--- src/rtl/lph_pkg.sv ---
// constants and types shared by the low-power link host controller
package lph_pkg;

	// timing: one line step per divider tick
	localparam int CLK_PERIOD_NS = 20;
	localparam int STEP_NS       = 80;
	localparam int STEP_CYC      = (STEP_NS + CLK_PERIOD_NS - 1) / CLK_PERIOD_NS;
	localparam logic [3:0] STEP_LAST = 4'(STEP_CYC - 1);
	localparam logic [3:0] DIV_RST   = 4'h0;

	// single-ended line states, bit 1 = positive wire, bit 0 = negative
	localparam logic [1:0] LP_00 = 2'h0;
	localparam logic [1:0] LP_01 = 2'h1;
	localparam logic [1:0] LP_10 = 2'h2;
	localparam logic [1:0] LP_11 = 2'h3;

	// escape command and trigger patterns, first bit sent is bit 7
	localparam logic [7:0] ESC_LPDT  = 8'he1;
	localparam logic [7:0] ESC_ULPS  = 8'h1e;
	localparam logic [7:0] ESC_RESET = 8'h62;
	localparam logic [7:0] ESC_TE    = 8'h5d;
	localparam logic [7:0] ESC_ACK   = 8'h21;
	localparam logic [7:0] ESC_UNS1  = 8'h9f;
	localparam logic [7:0] ESC_UNS2  = 8'hde;
	localparam logic [7:0] ESC_UNS3  = 8'ha0;
	// high-speed leader, sent first bit = bit 7
	localparam logic [7:0] HS_SYNC   = 8'h1d;
	localparam logic [2:0] BIT_LAST  = 3'h7;

	// host commands
	typedef enum logic [3:0] {
		CMD_LPDT     = 4'h0,
		CMD_ULPS     = 4'h1,
		CMD_RESET    = 4'h2,
		CMD_TURN     = 4'h3,
		CMD_HSDT     = 4'h4,
		CMD_CLK_HS   = 4'h5,
		CMD_CLK_LP   = 4'h6,
		CMD_WAKE     = 4'h7,
		CMD_CLK_ULPS = 4'h8
	} lph_cmd_t;

	// data lane 0 transmitter states
	typedef enum logic [4:0] {
		L_IDLE   = 5'h00,
		L_E10    = 5'h01,
		L_E00A   = 5'h02,
		L_E01    = 5'h03,
		L_E00B   = 5'h04,
		L_BHI    = 5'h05,
		L_BLO    = 5'h06,
		L_PAUSE  = 5'h07,
		L_ULPS   = 5'h08,
		L_X10    = 5'h09,
		L_T10A   = 5'h0a,
		L_T00A   = 5'h0b,
		L_T10B   = 5'h0c,
		L_T00B   = 5'h0d,
		L_REL    = 5'h0e,
		L_H01    = 5'h0f,
		L_H00    = 5'h10,
		L_HS0    = 5'h11,
		L_HDATA  = 5'h12,
		L_HTRAIL = 5'h13,
		L_HEND   = 5'h14
	} lph_lane_t;

	// clock lane states
	typedef enum logic [3:0] {
		C_STOP = 4'h0,
		C_U10  = 4'h1,
		C_ULPS = 4'h2,
		C_W10  = 4'h3,
		C_H01  = 4'h4,
		C_H00  = 4'h5,
		C_HS0  = 4'h6,
		C_HS   = 4'h7,
		C_HEND = 4'h8
	} lph_clk_t;

	// escape receiver states
	typedef enum logic [3:0] {
		R_STOP = 4'h0,
		R_A10  = 4'h1,
		R_A00  = 4'h2,
		R_E01  = 4'h3,
		R_B10  = 4'h4,
		R_SP   = 4'h5,
		R_P1   = 4'h6,
		R_P0   = 4'h7,
		R_WAIT = 4'h8
	} lph_rx_t;

endpackage : lph_pkg

--- src/rtl/lph_rx_if.sv ---
// link between the lane controller and its escape receiver
`timescale 1ns/1ps
interface lph_rx_if;
	logic       en;
	logic       p;
	logic       n;
	logic [7:0] data;
	logic       data_valid;
	logic       te;
	logic       ack;
	logic       turn_done;

	modport rx (
		input  en,
		input  p,
		input  n,
		output data,
		output data_valid,
		output te,
		output ack,
		output turn_done
	);
	modport ctl (
		output en,
		output p,
		output n,
		input  data,
		input  data_valid,
		input  te,
		input  ack,
		input  turn_done
	);
endinterface : lph_rx_if

--- src/rtl/lph_host.sv ---
// host end of a serial display link: clock lane and data lane 0 drivers
// Contract
// - clock ultra-low exit via LP-10, LP-11
// - clock ultra-low entry LP-11, LP-10, LP-00
// - clock high speed via LP-01, LP-00, HS-0
// - clock runs before and after data bursts
// - clock burst starts HS-0, even transitions
// - escape and turnaround only on lane 0
// - turnaround LP-10, 00, 10, 00 then release
// - escape entry 10,00,01,00; mark-1 exit
// - data burst ends with trail then LP-11
// - low-power data command is 1110 0001
// - payload bytes, low-low pause between bytes
// - ultra-low command holds lane 0 until mark-1
// - ultra-low escape code is 0001 1110
// - remote reset code is 0110 0010
// - tearing trigger code is 0101 1101
// - acknowledge code is 0010 0001
`timescale 1ns/1ps
module lph_host (
	input  wire logic       clk_i,
	input  wire logic       rst_i,
	input  wire logic       cmd_valid_i,
	input  wire logic [3:0] cmd_i,
	output logic            cmd_ready_o,
	input  wire logic [7:0] tx_data_i,
	input  wire logic       tx_last_i,
	input  wire logic       tx_valid_i,
	output logic            tx_ready_o,
	input  wire logic       d0_p_i,
	input  wire logic       d0_n_i,
	output logic            d0_p_o,
	output logic            d0_n_o,
	output logic            d0_oe_o,
	output logic            d0_hs_o,
	output logic            d0_hs_en_o,
	output logic            ck_p_o,
	output logic            ck_n_o,
	output logic            ck_hs_o,
	output logic            ck_hs_en_o,
	output logic [7:0]      rx_data_o,
	output logic            rx_valid_o,
	output logic            rx_te_o,
	output logic            rx_ack_o
);
	typedef struct packed {
		logic [1:0]         s1;
		logic [1:0]         s2;
		logic [3:0]         div;
		logic               tick;
		lph_pkg::lph_lane_t l;
		lph_pkg::lph_clk_t  c;
		logic [7:0]         sh;
		logic [2:0]         bcnt;
		logic               lsbf;
		logic               cur_last;
		logic [1:0]         post;
		logic [7:0]         nb;
		logic               nb_last;
		logic               nb_full;
		logic               stop_req;
		logic [1:0]         pn;
		logic               oe;
		logic               hs;
		logic               hs_en;
		logic [1:0]         ck;
		logic               ck_hs;
		logic               ck_hs_en;
		logic               cmd_rdy;
		logic               tx_rdy;
		logic [7:0]         rx_data;
		logic               rx_valid;
		logic               te;
		logic               ack;
	} host_st_t;

	// what follows the command byte
	localparam logic [1:0] POST_EXIT = 2'h0;
	localparam logic [1:0] POST_DATA = 2'h1;
	localparam logic [1:0] POST_ULPS = 2'h2;

	host_st_t r;
	host_st_t next_r;
	logic     take;
	logic     byte_in;
	logic     bit_o;
	lph_rx_if rxi ();

	lph_esc_rx u_rx (
		.clk_i (clk_i),
		.rst_i (rst_i),
		.rx    (rxi)
	);

	// receiver only listens while the device owns the lane
	assign rxi.en = (r.l == lph_pkg::L_REL);
	assign rxi.p  = r.s2[1];
	assign rxi.n  = r.s2[0];

	assign take    = cmd_valid_i && r.cmd_rdy;
	assign byte_in = tx_valid_i && r.tx_rdy;
	assign bit_o   = r.lsbf ? r.sh[0] : r.sh[7];

	// both lane machines, the step divider and the pin images
	always_comb begin
		next_r          = r;
		next_r.s1       = {d0_p_i, d0_n_i};
		next_r.s2       = r.s1;
		next_r.tick     = (r.div == lph_pkg::STEP_LAST);
		next_r.div      = next_r.tick ? lph_pkg::DIV_RST : r.div + 4'h1;
		next_r.rx_data  = rxi.data;
		next_r.rx_valid = rxi.data_valid;
		next_r.te       = rxi.te;
		next_r.ack      = rxi.ack;
		if (byte_in) begin
			next_r.nb      = tx_data_i;
			next_r.nb_last = tx_last_i;
			next_r.nb_full = 1'b1;
		end
		// commands are taken at once and stepped out on ticks
		if (take) begin
			case (lph_pkg::lph_cmd_t'(cmd_i))
			lph_pkg::CMD_LPDT, lph_pkg::CMD_ULPS, lph_pkg::CMD_RESET: begin
				if (r.l == lph_pkg::L_IDLE) begin
					next_r.l    = lph_pkg::L_E10;
					next_r.lsbf = 1'b0;
					next_r.bcnt = 3'h0;
					next_r.sh   = lph_pkg::ESC_RESET;
					next_r.post = POST_EXIT;
					if (cmd_i == lph_pkg::CMD_LPDT) begin
						next_r.sh   = lph_pkg::ESC_LPDT;
						next_r.post = POST_DATA;
					end else if (cmd_i == lph_pkg::CMD_ULPS) begin
						next_r.sh   = lph_pkg::ESC_ULPS;
						next_r.post = POST_ULPS;
					end
				end
			end
			lph_pkg::CMD_TURN: begin
				if (r.l == lph_pkg::L_IDLE) next_r.l = lph_pkg::L_T10A;
			end
			lph_pkg::CMD_HSDT: begin
				// data needs a running high-speed clock, else the command is dropped
				if (r.l == lph_pkg::L_IDLE && r.c == lph_pkg::C_HS) begin
					next_r.l = lph_pkg::L_H01;
				end
			end
			lph_pkg::CMD_CLK_HS: begin
				if (r.c == lph_pkg::C_STOP) next_r.c = lph_pkg::C_H01;
			end
			lph_pkg::CMD_CLK_LP: begin
				// lane idle here, so the clock outlives the burst
				if (r.c == lph_pkg::C_HS) next_r.stop_req = 1'b1;
			end
			lph_pkg::CMD_CLK_ULPS: begin
				if (r.c == lph_pkg::C_STOP) next_r.c = lph_pkg::C_U10;
			end
			lph_pkg::CMD_WAKE: begin
				if (r.l == lph_pkg::L_ULPS) next_r.l = lph_pkg::L_X10;
				if (r.c == lph_pkg::C_ULPS) next_r.c = lph_pkg::C_W10;
			end
			default: begin
				next_r.l = r.l;
			end
			endcase
		end
		// data lane 0 steps
		if (r.tick) begin
			case (r.l)
			lph_pkg::L_E10: begin
				next_r.pn = lph_pkg::LP_10;
				next_r.l  = lph_pkg::L_E00A;
			end
			lph_pkg::L_E00A: begin
				next_r.pn = lph_pkg::LP_00;
				next_r.l  = lph_pkg::L_E01;
			end
			lph_pkg::L_E01: begin
				next_r.pn = lph_pkg::LP_01;
				next_r.l  = lph_pkg::L_E00B;
			end
			lph_pkg::L_E00B: begin
				next_r.pn = lph_pkg::LP_00;
				next_r.l  = lph_pkg::L_BHI;
			end
			lph_pkg::L_BHI: begin
				// a one pulses the positive wire, a zero the negative
				next_r.pn = bit_o ? lph_pkg::LP_10 : lph_pkg::LP_01;
				next_r.l  = lph_pkg::L_BLO;
			end
			lph_pkg::L_BLO: begin
				next_r.pn   = lph_pkg::LP_00;
				next_r.sh   = r.lsbf ? {1'b0, r.sh[7:1]} : {r.sh[6:0], 1'b0};
				next_r.bcnt = r.bcnt + 3'h1;
				next_r.l    = lph_pkg::L_BHI;
				if (r.bcnt == lph_pkg::BIT_LAST) begin
					if (r.lsbf) begin
						next_r.l = r.cur_last ? lph_pkg::L_X10 : lph_pkg::L_PAUSE;
					end else if (r.post == POST_DATA) begin
						next_r.l = lph_pkg::L_PAUSE;
					end else if (r.post == POST_ULPS) begin
						next_r.l = lph_pkg::L_ULPS;
					end else begin
						next_r.l = lph_pkg::L_X10;
					end
				end
			end
			lph_pkg::L_PAUSE: begin
				// line rests low-low until the next byte arrives
				if (r.nb_full) begin
					next_r.sh       = r.nb;
					next_r.cur_last = r.nb_last;
					next_r.nb_full  = 1'b0;
					next_r.lsbf     = 1'b1;
					next_r.bcnt     = 3'h0;
					next_r.l        = lph_pkg::L_BHI;
				end
			end
			lph_pkg::L_ULPS: begin
				next_r.pn = lph_pkg::LP_00;
			end
			lph_pkg::L_X10: begin
				next_r.pn = lph_pkg::LP_10;
				next_r.l  = lph_pkg::L_IDLE;
			end
			lph_pkg::L_IDLE: begin
				next_r.pn = lph_pkg::LP_11;
			end
			lph_pkg::L_T10A, lph_pkg::L_T10B: begin
				next_r.pn = lph_pkg::LP_10;
				next_r.l  = (r.l == lph_pkg::L_T10A) ? lph_pkg::L_T00A
				                                   : lph_pkg::L_T00B;
			end
			lph_pkg::L_T00A: begin
				next_r.pn = lph_pkg::LP_00;
				next_r.l  = lph_pkg::L_T10B;
			end
			lph_pkg::L_T00B: begin
				next_r.pn = lph_pkg::LP_00;
				next_r.l  = lph_pkg::L_REL;
			end
			lph_pkg::L_REL: begin
				next_r.oe = 1'b0;
			end
			lph_pkg::L_H01: begin
				next_r.pn = lph_pkg::LP_01;
				next_r.l  = lph_pkg::L_H00;
			end
			lph_pkg::L_H00: begin
				next_r.pn = lph_pkg::LP_00;
				next_r.l  = lph_pkg::L_HS0;
			end
			lph_pkg::L_HS0: begin
				next_r.hs_en = 1'b1;
				next_r.hs    = 1'b0;
				next_r.sh    = lph_pkg::HS_SYNC;
				next_r.lsbf  = 1'b0;
				next_r.bcnt  = 3'h0;
				next_r.cur_last = 1'b0;
				next_r.l     = lph_pkg::L_HDATA;
			end
			lph_pkg::L_HDATA: begin
				next_r.hs   = bit_o;
				next_r.sh   = r.lsbf ? {1'b0, r.sh[7:1]} : {r.sh[6:0], 1'b0};
				next_r.bcnt = r.bcnt + 3'h1;
				if (r.bcnt == lph_pkg::BIT_LAST) begin
					// an empty buffer at a byte edge ends the burst
					if (!r.cur_last && r.nb_full) begin
						next_r.sh       = r.nb;
						next_r.cur_last = r.nb_last;
						next_r.nb_full  = 1'b0;
						next_r.lsbf     = 1'b1;
					end else begin
						next_r.l = lph_pkg::L_HTRAIL;
					end
				end
			end
			lph_pkg::L_HTRAIL: begin
				next_r.hs = ~r.hs;
				next_r.l  = lph_pkg::L_HEND;
			end
			lph_pkg::L_HEND: begin
				next_r.hs_en = 1'b0;
				next_r.hs    = 1'b0;
				next_r.pn    = lph_pkg::LP_11;
				next_r.l     = lph_pkg::L_IDLE;
			end
			default: begin
				next_r.l = r.l;
			end
			endcase
		end
		// device hands the lane back with its own turnaround
		if (r.l == lph_pkg::L_REL && rxi.turn_done) begin
			next_r.oe = 1'b1;
			next_r.pn = lph_pkg::LP_11;
			next_r.l  = lph_pkg::L_IDLE;
		end
		// clock lane steps
		if (r.tick) begin
			case (r.c)
			lph_pkg::C_U10: begin
				next_r.ck = lph_pkg::LP_10;
				next_r.c  = lph_pkg::C_ULPS;
			end
			lph_pkg::C_ULPS: begin
				next_r.ck = lph_pkg::LP_00;
			end
			lph_pkg::C_W10: begin
				next_r.ck = lph_pkg::LP_10;
				next_r.c  = lph_pkg::C_STOP;
			end
			lph_pkg::C_STOP: begin
				next_r.ck = lph_pkg::LP_11;
			end
			lph_pkg::C_H01: begin
				next_r.ck = lph_pkg::LP_01;
				next_r.c  = lph_pkg::C_H00;
			end
			lph_pkg::C_H00: begin
				next_r.ck = lph_pkg::LP_00;
				next_r.c  = lph_pkg::C_HS0;
			end
			lph_pkg::C_HS0: begin
				next_r.ck_hs_en = 1'b1;
				next_r.ck_hs    = 1'b0;
				next_r.c        = lph_pkg::C_HS;
			end
			lph_pkg::C_HS: begin
				// stop only on a fall back to HS-0: even transition count
				next_r.ck_hs = ~r.ck_hs;
				if (r.stop_req && r.ck_hs) next_r.c = lph_pkg::C_HEND;
			end
			lph_pkg::C_HEND: begin
				next_r.ck_hs_en = 1'b0;
				next_r.ck       = lph_pkg::LP_11;
				next_r.stop_req = 1'b0;
				next_r.c        = lph_pkg::C_STOP;
			end
			default: begin
				next_r.c = r.c;
			end
			endcase
		end
		// ready only at rest levels or with the clock running high speed, else a quick command cuts mark-1
		next_r.cmd_rdy = ((next_r.l == lph_pkg::L_IDLE
		                   && next_r.pn == lph_pkg::LP_11)
		                  || next_r.l == lph_pkg::L_ULPS)
		                 && !next_r.stop_req
		                 && ((next_r.c == lph_pkg::C_STOP
		                      && next_r.ck == lph_pkg::LP_11)
		                     || next_r.c == lph_pkg::C_HS
		                     || (next_r.c == lph_pkg::C_ULPS
		                         && next_r.ck == lph_pkg::LP_00));
		next_r.tx_rdy  = !next_r.nb_full
		                 && (next_r.l == lph_pkg::L_PAUSE
		                     || next_r.l == lph_pkg::L_BHI
		                     || next_r.l == lph_pkg::L_BLO
		                     || next_r.l == lph_pkg::L_HS0
		                     || next_r.l == lph_pkg::L_HDATA)
		                 && (next_r.post == POST_DATA
		                     || next_r.l == lph_pkg::L_HS0
		                     || next_r.l == lph_pkg::L_HDATA);
	end

	// state register; lanes wake in stop with lane 0 driven
	always_ff @(posedge clk_i or posedge rst_i) begin
		if (rst_i) begin
			r <= '{l: lph_pkg::L_IDLE, c: lph_pkg::C_STOP,
			       pn: lph_pkg::LP_11, ck: lph_pkg::LP_11,
			       s1: lph_pkg::LP_11, s2: lph_pkg::LP_11,
			       oe: 1'b1, div: lph_pkg::DIV_RST, cmd_rdy: 1'b1,
			       default: '0};
		end else begin
			r <= next_r;
		end
	end

	assign cmd_ready_o = r.cmd_rdy;
	assign tx_ready_o  = r.tx_rdy;
	assign d0_p_o      = r.pn[1];
	assign d0_n_o      = r.pn[0];
	assign d0_oe_o     = r.oe;
	assign d0_hs_o     = r.hs;
	assign d0_hs_en_o  = r.hs_en;
	assign ck_p_o      = r.ck[1];
	assign ck_n_o      = r.ck[0];
	assign ck_hs_o     = r.ck_hs;
	assign ck_hs_en_o  = r.ck_hs_en;
	assign rx_data_o   = r.rx_data;
	assign rx_valid_o  = r.rx_valid;
	assign rx_te_o     = r.te;
	assign rx_ack_o    = r.ack;
endmodule : lph_host

--- src/rtl/lph_esc_rx.sv ---
// escape decoder for data lane 0 while the device owns it
`timescale 1ns/1ps
module lph_esc_rx (
	input  wire logic clk_i,
	input  wire logic rst_i,
	lph_rx_if.rx      rx
);
	typedef struct packed {
		lph_pkg::lph_rx_t st;
		logic [7:0]       sh;
		logic [2:0]       bcnt;
		logic             payload;
		logic [7:0]       data;
		logic             dv;
		logic             te;
		logic             ack;
		logic             turn;
	} rx_st_t;

	rx_st_t     r;
	rx_st_t     next_r;
	logic [1:0] ln;
	logic       bit_v;
	logic       bit_seen;
	logic [7:0] v;

	assign ln = {rx.p, rx.n};

	// line walker: entry sequences, pulse bits, command compare
	always_comb begin
		next_r      = r;
		next_r.dv   = 1'b0;
		next_r.te   = 1'b0;
		next_r.ack  = 1'b0;
		next_r.turn = 1'b0;
		bit_v       = 1'b0;
		bit_seen    = 1'b0;
		v           = r.sh;
		case (r.st)
		lph_pkg::R_STOP: begin
			if (ln == lph_pkg::LP_10) next_r.st = lph_pkg::R_A10;
		end
		lph_pkg::R_A10: begin
			if (ln == lph_pkg::LP_00) next_r.st = lph_pkg::R_A00;
			else if (ln == lph_pkg::LP_01) next_r.st = lph_pkg::R_WAIT;
		end
		lph_pkg::R_A00: begin
			if (ln == lph_pkg::LP_01) next_r.st = lph_pkg::R_E01;
			else if (ln == lph_pkg::LP_10) next_r.st = lph_pkg::R_B10;
		end
		lph_pkg::R_E01: begin
			if (ln == lph_pkg::LP_00) begin
				next_r.st      = lph_pkg::R_SP;
				next_r.bcnt    = 3'h0;
				next_r.payload = 1'b0;
			end else if (ln == lph_pkg::LP_10) begin
				next_r.st = lph_pkg::R_WAIT;
			end
		end
		lph_pkg::R_B10: begin
			if (ln == lph_pkg::LP_00) begin
				next_r.turn = 1'b1;
				next_r.st   = lph_pkg::R_WAIT;
			end
		end
		lph_pkg::R_SP: begin
			// both low between bytes is a pause, not an end
			if (ln == lph_pkg::LP_10) next_r.st = lph_pkg::R_P1;
			else if (ln == lph_pkg::LP_01) next_r.st = lph_pkg::R_P0;
		end
		lph_pkg::R_P1, lph_pkg::R_P0: begin
			// the falling half of the pulse clocks the bit
			if (ln == lph_pkg::LP_00) begin
				bit_seen  = 1'b1;
				bit_v     = (r.st == lph_pkg::R_P1);
				next_r.st = lph_pkg::R_SP;
			end
		end
		default: begin
			next_r.st = r.st;
		end
		endcase
		if (bit_seen) begin
			// commands first bit to last as written, payload lsb first
			v           = r.payload ? {bit_v, r.sh[7:1]} : {r.sh[6:0], bit_v};
			next_r.sh   = v;
			next_r.bcnt = r.bcnt + 3'h1;
			if (r.bcnt == lph_pkg::BIT_LAST) begin
				if (r.payload) begin
					next_r.data = v;
					next_r.dv   = 1'b1;
				end else if (v == lph_pkg::ESC_LPDT) begin
					next_r.payload = 1'b1;
				end else begin
					// triggers and unknown codes wait in R_WAIT for the stop state
					next_r.te  = (v == lph_pkg::ESC_TE);
					next_r.ack = (v == lph_pkg::ESC_ACK);
					next_r.st  = lph_pkg::R_WAIT;
				end
			end
		end
		// stop state aborts any partial sequence
		if (!rx.en || ln == lph_pkg::LP_11) begin
			next_r.st = lph_pkg::R_STOP;
		end
	end

	// state register
	always_ff @(posedge clk_i or posedge rst_i) begin
		if (rst_i) begin
			r <= '{st: lph_pkg::R_STOP, default: '0};
		end else begin
			r <= next_r;
		end
	end

	assign rx.data       = r.data;
	assign rx.data_valid = r.dv;
	assign rx.te         = r.te;
	assign rx.ack        = r.ack;
	assign rx.turn_done  = r.turn;
endmodule : lph_esc_rx

--- config.mk ---
export PLATFORM = sky130hd
export DESIGN_NAME = lph_host
export DESIGN_NICKNAME = d
export VERILOG_FILES = /design/src/rtl/lph_pkg.sv /design/src/rtl/lph_rx_if.sv /design/src/rtl/lph_host.sv /design/src/rtl/lph_esc_rx.sv
export SDC_FILE = /design/constraint.sdc
export NUM_CORES = 1
export LEC_CHECK = 0
export BUFFER_PORTS_ARGS = -buffer_cell sky130_fd_sc_hd__clkbuf_2
export CORE_MARGIN = 5
export CORE_UTILIZATION = 55
export DETAILED_ROUTE_END_ITERATION = 12
export PLACE_DENSITY = 0.74
export SYNTH_ARGS = -nofsm -noshare
export SYNTH_HDL_FRONTEND = slang
export SYNTH_HIERARCHICAL = 1
export SYNTH_SLANG_ARGS = --single-unit
--- constraint.sdc ---
create_clock -name clk_i -period 4.55 [get_ports clk_i]
set_clock_uncertainty 0.2 [all_clocks]
set_input_delay 0.2275 -clock clk_i [delete_from_list [all_inputs] [get_ports clk_i]]
set_output_delay 0.2275 -clock clk_i [all_outputs]
set_load 0.03 [all_outputs]
== Yosys cells after proc, flatten, opt, wreduce, memory -nomap -nowiden ==
Cells that the tools add are included.

* Output and inout port bits: 22
* Bits of input ports: 19
* Flip-flop bits (word level): 94
* Word-level logic and storage cells: 275

* Bitwise operators: 2
* Eq/ne operators: 68
* Muxes and demuxes: 98
* Reduce and logical (&&, ||, !) cells: 67
* Add/sub/neg operators: 3

{| class="wikitable"
|+ Operators with widths
! cell !! number
|-
| $mux W4 || 25
|-
| $pmux W5 S17 || 1
|-
| $mux W5 || 13
|-
| $pmux W4 S7 || 2
|-
| $eq A4 B3 Y1 const B || 13
|-
| $eq A5 B4 Y1 const B || 9
|-
| $pmux W11 S4 || 1
|-
| $mux W8 || 5
|-
| $mux W12 || 3
|-
| $eq A5 B3 Y1 const B || 7
|-
| $eq A5 B5 Y1 const B || 7
|-
| $eq A4 B2 Y1 const B || 8
|-
| $mux W27 || 1
|-
| $mux W13 || 2
|-
| $reduce_or A2 Y1 || 11
|-
| $mux W21 || 1
|-
| $mux W1 || 20
|-
| $mux W2 || 10
|-
| $pmux W5 S4 || 1
|-
| $logic_not A4 Y1 || 4
|-
| $reduce_bool A2 Y1 || 7
|-
| $logic_and A1 B1 Y1 || 13
|-
| $eq A4 B1 Y1 const B || 3
|-
| $pmux W4 S3 || 1
|-
| other kinds (32) || 70
|}

== Longest topological paths before layout ==
* Depth in word-level cells: 18
* Depth in mapped cells: 10
* Depth with buffers taken out: 9

== Modules after synthesis ==
The synthesis kept the hierarchy.

{| class="wikitable"
|+ By module, submodules not included
! module !! area an instance (um2) !! instances !! seq. area each (um2) !! cells an instance
|-
| lph_host || 3694.8 || 1 || 1664.1 || 392
|-
| lph_esc_rx || 1478.9 || 1 || 700.7 || 139
|}

== Worst setup path after synthesis ==
No wires, ideal clock.

* Kind: reg-to-reg
* Start: register r[52] (netlist name)
* End: register r, in the netlist tx_ready_o
* Cell stages (with the launch flop): 10
* Clock period less this slack: 2.838 ns
* Path buffers: 2
* Slack: 1.712 ns
* Data arrival time: 2.571 ns
* Cell sequence: dfrtp_1 buf_6 or3_4 or4_4 or3_1 buf_6 nor4_4 o21ai_1 a21oi_1 o2111a_1

{| class="wikitable"
|+ RTL lines
! what !! RTL line !! source
|-
| start, declared || lph_host.sv:82 || <nowiki>host_st_t r;</nowiki>
|-
| start signal, assigned || lph_host.sv:369 || <nowiki>r <= '{l: lph_pkg::L_IDLE, c: lph_pkg::C_STOP,</nowiki>
|-
| start signal, assigned || lph_host.sv:375 || <nowiki>r <= next_r;</nowiki>
|}

==> impl_metrics.py <==
metrics = {
    "run_status": {
        "status": "complete, no violations",
    },
    "yosys": {
        "yosysWarnings": 6,
        "post_synth_num_cell_types": 72,
        "synth_edf_count": 0,
        "ys_ff_latch": 94,
        "synth-seq-area-share_pct": 45.71,
        "synthFlopType": "dfrtp_1",
        "syn_inst": 531,
        "synthArstFlopShare_pct": 100.0,
        "synthesis.area_sq_um": 5174,
        "avgSynthCellArea_sq_um": 9.743,
        "synth.net_count": 555,
    },
    "sta": {
        "slew_violations": 0,
        "rsz0062_at_grt": "no",
        "relSlewSlack_pct": 28.24,
        "min_period_over_period_pct": 77.41,
        "holdWs_ps": 29.25,
        "finalCriticalPeriod_ps": 3522,
        "tns_ps": 0,
        "worst_pin_slew_ps": 1075,
        "finalSetupViolCount": 0,
        "hold_viol_final": 0,
        "max_freq_ghz": 0.2839,
    },
    "die": {
        "io_pins": 41,
        "die_h_um": 107.0,
        "start_util_pct": 56.26,
        "die-area_sq_um": 11450,
        "fp.dieW_um": 107.0,
        "rows": 35,
        "core_area_sq_um": 9196,
    },
    "cells_and_area": {
        "drive_gt1_share_pct": 20.83,
        "fill_cells": 753,
        "area_delta_synth_final_pct": 8.053,
        "final_common_cell": "dfrtp_1",
        "final_util_pct": 60.79,
        "layout_common_cells": "dfrtp_1, clkbuf_2, nor2_1",
        "seq_area_sq_um": 2365,
        "stdcell_area_sq_um": 5590,
        "num_antenna_cells": 0,
        "multi_input_area_sq_um": 2447,
        "finalNetCount": 571,
    },
    "clock_network": {
        "postCtsResizedCells": 0,
        "postCtsHoldBufs": 12,
        "path_clk_slew_ps": 100,
        "clk_path_buf_depth": 2,
        "clk_latency_ps": 360,
        "cts_tree": "yes",
        "clock-root-buffer": "clkbuf_8",
        "cts_setup_buffers": 0,
        "cts_max_level": 3,
        "cts_made_buffers": 9,
        "clock_sinks": 94,
    },
    "global_routing": {
        "antenna_found_initial": 0,
        "grt.overflow.total": 0,
        "grt_start_max_net_pins": 55,
        "grtUsageTotal_pct": 21.49,
        "grt_pass1_vias": 4056,
        "grt_pass1_wl_mm": 19.87,
    },
    "placed_design": {
        "placed_area_sq_um": 5264,
        "io_buffers": 40,
        "gp_congestion": 0.9071,
        "hpwl_mm": 8.074,
    },
    "power_and_ir_drop": {
        "irDropWorstVdd_mv": 0.2840,
        "pwr-share-clk_pct": 39.3,
        "p_per_area_nw_per_um2": 261.7,
        "pwr-share-seq_pct": 57.5,
        "p_int_mw": 1.129,
        "pwr-share-comb_pct": 3.2,
        "switchingPower_mw": 0.3340,
        "p_sw_share_pct": 22.83,
        "cellLeakagePower_nw": 2.415,
    },
    "route": {
        "drtIter0Drc": 251,
        "drt-total-wl_mm": 11.72,
        "via_per_inst": 6.293,
        "antenna_left": 0,
        "drtPass1Iterations": 5,
        "met2WireLength_mm": 5.857,
        "post-route-drc-count": 0,
        "dr_total_vias": 4172,
        "met3_length_um": 613,
        "top_layer_used": "met4",
        "wl_met1_mm": 4.915,
        "drt-wirelength-per-cell_um": 17.68,
    },
    "hold_path": {
        "hp-class": "input port to register",
        "min_from": "tx_valid_i",
    },
    "critical_path": {
        "startpoint_type": "register",
        "crit_fanout": 28,
        "crit_required_ps": 4590,
        "cp-end-kind": "register",
        "critPathKind": "register to register",
        "r2r_start": "r[52]",
        "cp.arrival_ps": 3560,
        "startpoint": "r[52]",
    },
    "run": {
        "cap_violations": 0,
    },
}
[Yosys cell counts (all sizes together) (7+ instances only)]
library cell / n / area, sq um
a31oi: 8 / 50.05
dfstp: 10 / 262.8
buf: 29 / 196.4
nor2b: 11 / 68.82
nand2b: 7 / 43.79
nor2: 37 / 138.9
mux2: 27 / 304.0
nand3: 10 / 50.05
inv: 21 / 78.83
clkbuf: 22 / 82.58
a21oi: 33 / 165.2
dfrtp: 84 / 2102
nor3: 17 / 90.09
mux2i: 9 / 90.09
nand2: 35 / 131.4
nor4: 9 / 86.33
o21ai: 33 / 165.2
nor3b: 7 / 52.55
o22ai: 8 / 50.05
[layer usage]
metal / vias to the layer above / track usage (%)
met5: - / 0
met4: 0 / 8.493
met3: 30 / 3.612
met2: 155 / 35.57
met1: 2018 / 28.20
li1: 1969 / -
[worst max-delay path, cell delays in order, from the launching register on]
cell and delay (ps):
dfrtp_1 920, clkinv_1 480, nand4_1 240, o211ai_1 100
or4b_2 670, a32oi_1 320, nand2_1 120, a2111oi_0 350
[kinds of logic (layout without fill, tap and decap cells)]
| family | Yosys count | count (layout) | synth area share (%) |
|---|---|---|---|
| and+or+nand+nor | 174 | 174 | 19.23 |
| AOI/OAI and AO/OA | 146 | 146 | 18.74 |
| DFF | 94 | 94 | 45.71 |
| buffers and inverters | 73 | 94 | 6.989 |
| muxes | 36 | 36 | 7.618 |
| adders and majority gates | 5 | 5 | 1.209 |
| xor gates and xnor gates | 3 | 3 | 0.5080 |
[area by class of cell]
class	count	area share [%]
Clock buffer	10	2.462
Sequential cell	94	42.30
Timing Repair Buffer	56	6.267
Multi-Input combinational cell	364	43.78
Inverter	22	1.477
Tap cell	111	2.484
Clock inverter	6	1.231
[path summary, 6_finish.rpt]
check | cells after the start | slack, ps | to
setup / recovery | 7 | 1030 | cmd_ready_o
hold / removal | 3 | 30 | r[23]
setup reg to reg | 7 | 1030 | cmd_ready_o
hold reg to reg | 0 | 170 | rx_te_o
max in group asynchronous | 3 | 3000 | u_rx/r[27]
min in group asynchronous | 3 | 150 | r[57]
[flip-flops by register name, summed over array words and instances, names as in the netlist]
signal and flops:
next_r 2, u_rx/rx.data 8, rx_data_o 8, tx_ready_o 1, ck_hs_o 1, d0_hs_en_o 1, u_rx/r 16, rx_te_o 1
d0_hs_o 1, u_rx/rx.te 1, r 42, d0_oe_o 1, rx_valid_o 1, ck_p_o 1, rx_ack_o 1, d0_p_o 1
ck_hs_en_o 1, u_rx/rx.ack 1, u_rx/rx.data_valid 1, ck_n_o 1, d0_n_o 1, cmd_ready_o 1, u_rx/rx.turn_done 1
[power groups by stage]
stage	Clock, mW	Combinational [mW]	Sequential [mW]
CTS	0.590	0.0475	0.842
global placement	0	0.0385	0.857
finish	0.574	0.0469	0.842
global route	0.626	0.0534	0.842
detailed placement	0	0.0394	0.858
floorplan	0	0.0234	0.855
[through the flow]
step / std cells / setup WS, ps / power (mW)
CTS: 663 / 1101 / 1.480
global placement: 635 / 1273 / 0.8959
detailed placement: 635 / 1127 / 0.8971
global route: 663 / 726.7 / 1.521
finish: 663 / 1028 / 1.463
floorplan: 531 / 1712 / 0.8787
(Power assumes the default switching activity.)
